### src/crf_cfg.svh
// Purpose: Named constants for the CPU control-register block
// Assumes: Included by crf_core_regs.sv; crf_pkg.sv does not include it
// Notes: Bit positions of the float status word are local choices
`ifndef CRF_CFG_SVH
`define CRF_CFG_SVH

// Data path width
`define CRF_XLEN 32
// Index of the general register that doubles as stack pointer
`define CRF_SP_INDEX 4'h0
// Stack select bit in the processor status word (0 = interrupt SP)
`define CRF_STATUS_U_BIT 17
// Reset values
`define CRF_PC_RESET 32'h0000_0000
`define CRF_REG_RESET 32'h0000_0000
// Float status word layout
`define CRF_FP_NUM 5
`define CRF_FP_CAUSE_LSB 2
`define CRF_FP_ENABLE_LSB 10
`define CRF_FP_FLAG_LSB 26
// Vector table entries are one word apart
`define CRF_VEC_PAD 2'h0

`endif

### src/crf_pkg.sv
// Purpose: Types shared by the CPU control-register block
// Assumes: Widths match crf_cfg.svh; nothing is included here
// Notes: Select codes address the control registers on the side ports
package crf_pkg;

	// Control register selector for the write and read ports
	typedef enum logic [3:0] {
		CRF_SEL_IRQ_STACK = 4'b0000,
		CRF_SEL_USER_STACK = 4'b0001,
		CRF_SEL_VEC_BASE = 4'b0010,
		CRF_SEL_PC = 4'b0011,
		CRF_SEL_STATUS = 4'b0100,
		CRF_SEL_BAK_PC = 4'b0101,
		CRF_SEL_BAK_STATUS = 4'b0110,
		CRF_SEL_FAST_VEC = 4'b0111,
		CRF_SEL_FLOAT_STATUS = 4'b1000
	} crf_ctl_sel_t;

	// Floating-point exception bit order: X, U, Z, O, V from bit 0 up
	typedef logic [4:0] crf_fp_bits_t;

endpackage

### src/crf_core_regs.sv
// Purpose: General and control registers of a 32-bit core, fast irq path
// Assumes: One clock, synchronous active-high reset, same-domain inputs
// Notes: Register reads are registered; one cycle from select to data
// What this block does
// - Sixteen 32-bit general registers; register zero is stack pointer.
// - Stack pointer accesses go to interrupt or user SP by status bit.
// - Vector table start address comes from the vector base register.
// - Program counter holds the address of the executing instruction.
// - Fast interrupt copies program counter into backup program counter.
// - Fast interrupt copies status word into backup status, same layout.
// - Fast interrupt branches to address in fast irq vector register.
// - Enabled float exceptions raise an exception and set cause flags.
// - Masked float exceptions set cause and the matching accumulated flag only.
// - Accumulated float flags stay set until software writes zero.
`include "crf_cfg.svh"

module crf_core_regs (
	// Clock and reset
	input wire logic clock,
	input wire logic rst,
	// General register write port
	input wire logic gprWrEn,
	input wire logic [3:0] gprWrAddr,
	input wire logic [31:0] gprWrData,
	// General register read port
	input wire logic [3:0] gprRdAddr,
	output logic [31:0] gprRdData,
	// Control register write port
	input wire logic ctlWrEn,
	input wire crf_pkg::crf_ctl_sel_t ctlWrSel,
	input wire logic [31:0] ctlWrData,
	// Control register read port
	input wire crf_pkg::crf_ctl_sel_t ctlRdSel,
	output logic [31:0] ctlRdData,
	// Instruction sequencing
	input wire logic pcLoadEn,
	input wire logic [31:0] pcLoadValue,
	output logic [31:0] programCounter,
	output logic [31:0] processorStatusWord,
	// Fast interrupt entry and return
	input wire logic fastIrqTake,
	input wire logic fastIrqReturn,
	// Vector table lookup
	input wire logic vecLookup,
	input wire logic [7:0] vecNumber,
	output logic [31:0] vectorEntryAddr,
	// Floating-point result reporting
	input wire logic fpuResultValid,
	input wire crf_pkg::crf_fp_bits_t fpuExcFlags,
	output logic fpExceptionRaise,
	output crf_pkg::crf_fp_bits_t floatExceptionCause,
	output crf_pkg::crf_fp_bits_t floatStickyFlag
);

	// Register state
	logic [31:0] gprMem_reg [1:15];
	logic [31:0] interruptStackPointer_reg;
	logic [31:0] userStackPointer_reg;
	logic [31:0] vectorTableBase_reg;
	logic [31:0] programCounter_reg;
	logic [31:0] processorStatusWord_reg;
	logic [31:0] backupProgramCounter_reg;
	logic [31:0] backupStatusWord_reg;
	logic [31:0] fastIrqVector_reg;
	crf_pkg::crf_fp_bits_t floatExceptionEnable_reg;
	crf_pkg::crf_fp_bits_t floatExceptionCause_reg;
	crf_pkg::crf_fp_bits_t floatStickyFlag_reg;
	logic fpExceptionRaise_reg;
	logic [31:0] gprRdData_reg;
	logic [31:0] ctlRdData_reg;
	logic [31:0] vectorEntryAddr_reg;

	// Derived control
	logic userStackSel;
	logic spWrite;
	logic [31:0] activeStackPointer;
	logic [31:0] floatStatusWord;
	logic [31:0] statusFastEntry;
	logic floatStatusWrite;
	crf_pkg::crf_fp_bits_t fpStickySet;

	// Stack select decoding; register zero never has storage of its own
	assign userStackSel = processorStatusWord_reg[`CRF_STATUS_U_BIT];
	assign spWrite = gprWrEn && (gprWrAddr == `CRF_SP_INDEX);
	assign activeStackPointer = userStackSel ? userStackPointer_reg :
		interruptStackPointer_reg;
	assign floatStatusWrite = ctlWrEn &&
		(ctlWrSel == crf_pkg::CRF_SEL_FLOAT_STATUS);
	assign fpStickySet = fpuResultValid ?
		(fpuExcFlags & ~floatExceptionEnable_reg) : 5'h00;

	// Entry status: stack switches to the interrupt pointer in the handler
	always_comb begin
		statusFastEntry = processorStatusWord_reg;
		statusFastEntry[`CRF_STATUS_U_BIT] = 1'b0;
	end

	// Float status word image for reads
	always_comb begin
		floatStatusWord = `CRF_REG_RESET;
		floatStatusWord[`CRF_FP_CAUSE_LSB +: `CRF_FP_NUM] =
			floatExceptionCause_reg;
		floatStatusWord[`CRF_FP_ENABLE_LSB +: `CRF_FP_NUM] =
			floatExceptionEnable_reg;
		floatStatusWord[`CRF_FP_FLAG_LSB +: `CRF_FP_NUM] = floatStickyFlag_reg;
	end

	// General registers one to fifteen, one writer each
	for (genvar g = 1; g < 16; g++) begin : gGpr
		always_ff @(posedge clock) begin
			if (rst) begin
				gprMem_reg[g] <= `CRF_REG_RESET;
			end else if (gprWrEn && (gprWrAddr == 4'(g))) begin
				gprMem_reg[g] <= gprWrData;
			end
		end
	end

	// Interrupt stack pointer; control port wins over a same-cycle push
	always_ff @(posedge clock) begin
		if (rst) begin
			interruptStackPointer_reg <= `CRF_REG_RESET;
		end else if (ctlWrEn && (ctlWrSel == crf_pkg::CRF_SEL_IRQ_STACK)) begin
			interruptStackPointer_reg <= ctlWrData;
		end else if (spWrite && !userStackSel) begin
			interruptStackPointer_reg <= gprWrData;
		end
	end

	// User stack pointer; alignment is left to software
	always_ff @(posedge clock) begin
		if (rst) begin
			userStackPointer_reg <= `CRF_REG_RESET;
		end else if (ctlWrEn && (ctlWrSel == crf_pkg::CRF_SEL_USER_STACK)) begin
			userStackPointer_reg <= ctlWrData;
		end else if (spWrite && userStackSel) begin
			userStackPointer_reg <= gprWrData;
		end
	end

	// Vector base and fast vector, written by software only
	always_ff @(posedge clock) begin
		if (rst) begin
			vectorTableBase_reg <= `CRF_REG_RESET;
			fastIrqVector_reg <= `CRF_REG_RESET;
		end else if (ctlWrEn) begin
			if (ctlWrSel == crf_pkg::CRF_SEL_VEC_BASE) begin
				vectorTableBase_reg <= ctlWrData;
			end else if (ctlWrSel == crf_pkg::CRF_SEL_FAST_VEC) begin
				fastIrqVector_reg <= ctlWrData;
			end
		end
	end

	// Program counter: fast entry, then return, then software, then fetch
	always_ff @(posedge clock) begin
		if (rst) begin
			programCounter_reg <= `CRF_PC_RESET;
		end else if (fastIrqTake) begin
			programCounter_reg <= fastIrqVector_reg;
		end else if (fastIrqReturn) begin
			programCounter_reg <= backupProgramCounter_reg;
		end else if (ctlWrEn && (ctlWrSel == crf_pkg::CRF_SEL_PC)) begin
			programCounter_reg <= ctlWrData;
		end else if (pcLoadEn) begin
			programCounter_reg <= pcLoadValue;
		end
	end

	// Status word follows the same priority as the program counter
	always_ff @(posedge clock) begin
		if (rst) begin
			processorStatusWord_reg <= `CRF_REG_RESET;
		end else if (fastIrqTake) begin
			processorStatusWord_reg <= statusFastEntry;
		end else if (fastIrqReturn) begin
			processorStatusWord_reg <= backupStatusWord_reg;
		end else if (ctlWrEn && (ctlWrSel == crf_pkg::CRF_SEL_STATUS)) begin
			processorStatusWord_reg <= ctlWrData;
		end
	end

	// Backup pair; no stack traffic on fast entry, so nesting is not saved
	always_ff @(posedge clock) begin
		if (rst) begin
			backupProgramCounter_reg <= `CRF_REG_RESET;
			backupStatusWord_reg <= `CRF_REG_RESET;
		end else if (fastIrqTake) begin
			backupProgramCounter_reg <= programCounter_reg;
			backupStatusWord_reg <= processorStatusWord_reg;
		end else if (ctlWrEn && (ctlWrSel == crf_pkg::CRF_SEL_BAK_PC)) begin
			backupProgramCounter_reg <= ctlWrData;
		end else if (ctlWrEn && (ctlWrSel == crf_pkg::CRF_SEL_BAK_STATUS)) begin
			backupStatusWord_reg <= ctlWrData;
		end
	end

	// Float enables and causes; a result overrides a same-cycle cause write
	always_ff @(posedge clock) begin
		if (rst) begin
			floatExceptionEnable_reg <= 5'h00;
			floatExceptionCause_reg <= 5'h00;
		end else begin
			if (floatStatusWrite) begin
				floatExceptionEnable_reg <=
					ctlWrData[`CRF_FP_ENABLE_LSB +: `CRF_FP_NUM];
			end
			if (fpuResultValid) begin
				floatExceptionCause_reg <= fpuExcFlags;
			end else if (floatStatusWrite) begin
				floatExceptionCause_reg <=
					ctlWrData[`CRF_FP_CAUSE_LSB +: `CRF_FP_NUM];
			end
		end
	end

	// Sticky flags: hardware set beats a software clear in the same cycle
	for (genvar j = 0; j < `CRF_FP_NUM; j++) begin : gSticky
		always_ff @(posedge clock) begin
			if (rst) begin
				floatStickyFlag_reg[j] <= 1'b0;
			end else if (fpStickySet[j]) begin
				floatStickyFlag_reg[j] <= 1'b1;
			end else if (floatStatusWrite) begin
				floatStickyFlag_reg[j] <= ctlWrData[`CRF_FP_FLAG_LSB + j];
			end
		end
	end

	// Exception request pulse, one cycle after an enabled occurrence
	always_ff @(posedge clock) begin
		if (rst) begin
			fpExceptionRaise_reg <= 1'b0;
		end else begin
			fpExceptionRaise_reg <= fpuResultValid &&
				((fpuExcFlags & floatExceptionEnable_reg) != 5'h00);
		end
	end

	// Vector entry address; base is used as given, alignment is software's
	always_ff @(posedge clock) begin
		if (rst) begin
			vectorEntryAddr_reg <= `CRF_REG_RESET;
		end else if (vecLookup) begin
			vectorEntryAddr_reg <= vectorTableBase_reg +
				{22'h000000, vecNumber, `CRF_VEC_PAD};
		end
	end

	// General register read, zero maps to the active stack pointer
	always_ff @(posedge clock) begin
		if (rst) begin
			gprRdData_reg <= `CRF_REG_RESET;
		end else if (gprRdAddr == `CRF_SP_INDEX) begin
			gprRdData_reg <= activeStackPointer;
		end else begin
			gprRdData_reg <= gprMem_reg[gprRdAddr];
		end
	end

	// Control register read; unused selects read as zero
	always_ff @(posedge clock) begin
		if (rst) begin
			ctlRdData_reg <= `CRF_REG_RESET;
		end else begin
			case (ctlRdSel)
				crf_pkg::CRF_SEL_IRQ_STACK:
					ctlRdData_reg <= interruptStackPointer_reg;
				crf_pkg::CRF_SEL_USER_STACK: ctlRdData_reg <= userStackPointer_reg;
				crf_pkg::CRF_SEL_VEC_BASE: ctlRdData_reg <= vectorTableBase_reg;
				crf_pkg::CRF_SEL_PC: ctlRdData_reg <= programCounter_reg;
				crf_pkg::CRF_SEL_STATUS: ctlRdData_reg <= processorStatusWord_reg;
				crf_pkg::CRF_SEL_BAK_PC:
					ctlRdData_reg <= backupProgramCounter_reg;
				crf_pkg::CRF_SEL_BAK_STATUS: ctlRdData_reg <= backupStatusWord_reg;
				crf_pkg::CRF_SEL_FAST_VEC: ctlRdData_reg <= fastIrqVector_reg;
				crf_pkg::CRF_SEL_FLOAT_STATUS: ctlRdData_reg <= floatStatusWord;
				default: ctlRdData_reg <= `CRF_REG_RESET;
			endcase
		end
	end

	// Outputs, all straight from flip-flops
	assign gprRdData = gprRdData_reg;
	assign ctlRdData = ctlRdData_reg;
	assign programCounter = programCounter_reg;
	assign processorStatusWord = processorStatusWord_reg;
	assign vectorEntryAddr = vectorEntryAddr_reg;
	assign fpExceptionRaise = fpExceptionRaise_reg;
	assign floatExceptionCause = floatExceptionCause_reg;
	assign floatStickyFlag = floatStickyFlag_reg;
endmodule

### config.mk
export PLATFORM = sky130hd
export DESIGN_NAME = crf_core_regs
export DESIGN_NICKNAME = d
export VERILOG_FILES = /design/src/crf_pkg.sv /design/src/crf_core_regs.sv
export VERILOG_INCLUDE_DIRS = /design/src
export SDC_FILE = /design/constraint.sdc
export NUM_CORES = 2
export LEC_CHECK = 0
export ABC_AREA = 1
export BUFFER_PORTS_ARGS = -buffer_cell sky130_fd_sc_hd__buf_2
export CELL_PAD_IN_SITES_DETAIL_PLACEMENT = 0
export CELL_PAD_IN_SITES_GLOBAL_PLACEMENT = 1
export CORE_MARGIN = 2
export CORE_UTILIZATION = 46
export DETAILED_ROUTE_END_ITERATION = 10
export GPL_ROUTABILITY_DRIVEN = 0
export PLACE_DENSITY = 0.89
export SLEW_MARGIN = 20
export SYNTH_ARGS = -nofsm -noshare
export SYNTH_HDL_FRONTEND = slang
export SYNTH_SLANG_ARGS = --single-unit
### constraint.sdc
create_clock -name clock -period 4.63 [get_ports clock]
set_input_delay 0.463 -clock clock [delete_from_list [all_inputs] [get_ports clock]]
set_output_delay 0.463 -clock clock [all_outputs]
set_load 0.03 [all_outputs]
==> summary.txt <==
Outcome
  – Status: finished clean

Global route
  – Vias in the first global route: 33016
  – First-pass GRT wire length: 215 mm
  – Overflow after GRT: 0
  – Initial antenna violation count: 22
  – GRT Util Overall: 33.3%
  – Largest net degree at the start of global routing: 105
  – Gr busiest metal: met2
  – GR Util met3: 9.34%
  – Met1 GRT Util: 44.7%
  – GRT met2 Usage: 50.0%

Yosys
  – Synth top area share: 36.9%
  – Synthesized area per cell: 8.23 µm²
  – Synth Register Bits: 848
  – Predominant post-synthesis flop cell: edfxtp_1
  – Number of synthesized flops with an enable pin: 480
  – Main area contributors after synthesis: edfxtp_1 (37%), dfxtp_1 (19%), nor2_1 (10%)
  – YS warnings: 0
  – Async S/R FF share, synth: 0%
  – Share of the yosys chip area belonging to registers: 55.8%
  – Area leader, netlist: edfxtp_1
  – Post-synth cell types: 39
  – Count leader, synth: nor2_1
  – Cells after Synth: 4749
  – Syn_nets: 4892
  – Post-synth top cells: nor2_1 (1042), o21ai_0 (704), nand2_1 (674)
  – Cell Area, Synth: 39100 µm²

Detailed routing
  – Via density: 5.98
  – Routed len/inst: 24.5 µm
  – Via count: 36348
  – Drt first-iter violations: 4919
  – Detailed-route DRC error count: 0
  – DR pass1 iterations: 9
  – Wirelength, routed: 149 mm
  – ANT nets after route: 0

Floorplan
  – Core area: 83800 µm²
  – Die outline area: 87300 µm²
  – Die height: 295 µm
  – Num rows: 106
  – Initial Util: 46.6%
  – Die width: 295 µm
  – Io pins: 305

Cells and area
  – Final instance area: 44400 µm²
  – Share of cells above drive strength 1: 11.6%
  – # fillers: 7832
  – Total Nets Final: 5001
  – Max FFs per register: 480
  – Area Growth Syn to Fin: 13.6%

CTS
  – Clock tree from TritonCTS: yes
  – CTS Buf Count: 90
  – Clock Tree Buf Depth: 3
  – Root Driver: clkbuf_16
  – CTS clk-pin slew, worst paths: 60 ps
  – Resized Gates After CTS: 0
  – Num Clock Sinks: 848
  – Max H-tree Level: 3
  – Post-CTS Setup Inserts: 0
  – Hold-fix buffers at CTS: 0
  – Clk_lat worst skew: 670 ps

Pwr
  – Pwr Density: 400 nW/µm²
  – Max VDD drop: 0.289 mV
  – Leak: 0.0174 µW

STA
  – Setup violations, final: 0
  – Final-report max-slew violation count: 0
  – Clock Skew: 31.3 ps
  – Setup TNS: 0 ps
  – RSZ-0062 raised after global routing: false
  – Final worst path period share: 57.8%
  – Max-slew headroom: 12.1%
  – Achievable Freq: 374 MHz
  – Worst-margin pin slew: 1300 ps
  – Final worst setup slack: 1950 ps
  – Final Critical Period: 2680 ps
  – Final hold vios: 0

Setup path
  – Worst Path Required: 5190 ps
  – Crit path DAT: 3230 ps
  – CP startpoint kind: flop
  – Worst Path Class, Setup: reg2reg
  – Crit-path max FO: 5
  – Worst Setup End Kind: flop

Place
  – Post-placement cell area: 41300 µm²
  – Post-DP HPWL: 93.1 mm
  – Port buffer count: 304
  – Setup WS pre-CTS: 1660 ps

Job
  – Max-cap violations: 0

Worst hold path
  – Worst hold path class: in2reg
-- final cells by class --
cell class | count | area, µm² | area share (%)
sequential | 848 | 21800 | 49.1
tap | 1134 | 1420 | 3.20
clock buffer | 122 | 2560 | 5.78
multi-input combinational | 3235 | 14800 | 33.4
inverter | 299 | 1140 | 2.56
antenna | 9 | 22.5 | 0.0508
clock inverter | 47 | 475 | 1.07
timing repair buffer | 384 | 2150 | 4.84
-- power by group --
part           switching, µW  internal [µW]  leakage, µW  total (µW)
registers                200           8350      0.00760        8550
clock network           3160           4250      0.00150        7400
logic                   1370            434      0.00832        1800
total                   4730          13000       0.0174       17800
-- critical path, stage by stage, from the launching register on --
cell and delay (ps):
dfxtp_1 610, ha_1 310, inv_1 70, fa_1 430, inv_1 120, nand3_1 80, nand3_1 210, nand2_1 80
nand2_1 210, nand2_1 80, nand2_1 70, nand3_1 130, nand2_1 120, inv_1 40
-- layer usage --
layer	wire length (µm)	share of wire (%)	vias to the layer above
met2	65300	44	2441
li1	-	-	16261
met4	7450	5.0	18
met1	56000	38	17218
met3	20200	14	410
met5	112	0.075	-
-- path summary, 6_finish.rpt --
check	start	to	slack (ps)	cells after the start
worst max-delay path	vectorTableBase_reg[2]	vectorEntryAddr[18]	1950	13
worst min-delay path	ctlWrData[22]	processorStatusWord[22]	70	3
worst max register to register	vectorTableBase_reg[2]	vectorEntryAddr[18]	1950	13
worst min register to register	backupProgramCounter_reg[29]	backupProgramCounter_reg[29]	470	2
-- metrics by stage --
stage | std cells | hold WS, ps | utilization, % | total power [µW]
after floorplan | 4749 | 436 | - | 9720
after global placement | 5900 | 452 | 49.3 | 10400
after detailed placement | 5900 | 457 | 49.3 | 10500
after CTS | 6069 | 50.1 | 52.9 | 17700
after global routing | 6074 | 79.5 | 52.9 | 18200
final | 6078 | 65.3 | 52.9 | 17800
-- cell families (layout without fill, tap and decap cells) --
kind of cell,after synthesis,count (layout),share of synthesized area [%]
simple gates,1922,1922,19.3
compound gates,1297,1297,17.8
flops,848,848,55.8
buf+inv,666,852,6.69
fa+ha+maj,9,9,0.307
xor+xnor,7,7,0.157
other cells,0,9,0
-- cell usage in the layout, fill, tap and decap left out, types with 6 or more instances in the layout --
cell type and instances:
nor2_1 1037, o21ai_0 695, nand2_1 669, edfxtp_1 480
dfxtp_1 367, a21oi_1 300, buf_2 300, inv_1 286
nand3_1 156, o22ai_1 93, clkbuf_16 92, buf_4 82
a31oi_1 72, a211oi_1 38, a22oi_1 37, o21ai_1 37
clkinv_2 26, nand4_1 23, clkbuf_8 15, clkbuf_1 15
clkinv_1 12, o211ai_1 11, diode_2 9, nor3_1 9
o21ai_4 8, ha_1 8, nor2_2 7, nand2_2 6
xor2_1 6, bufinv_16 6
Power figures use the tool's default switching activity.
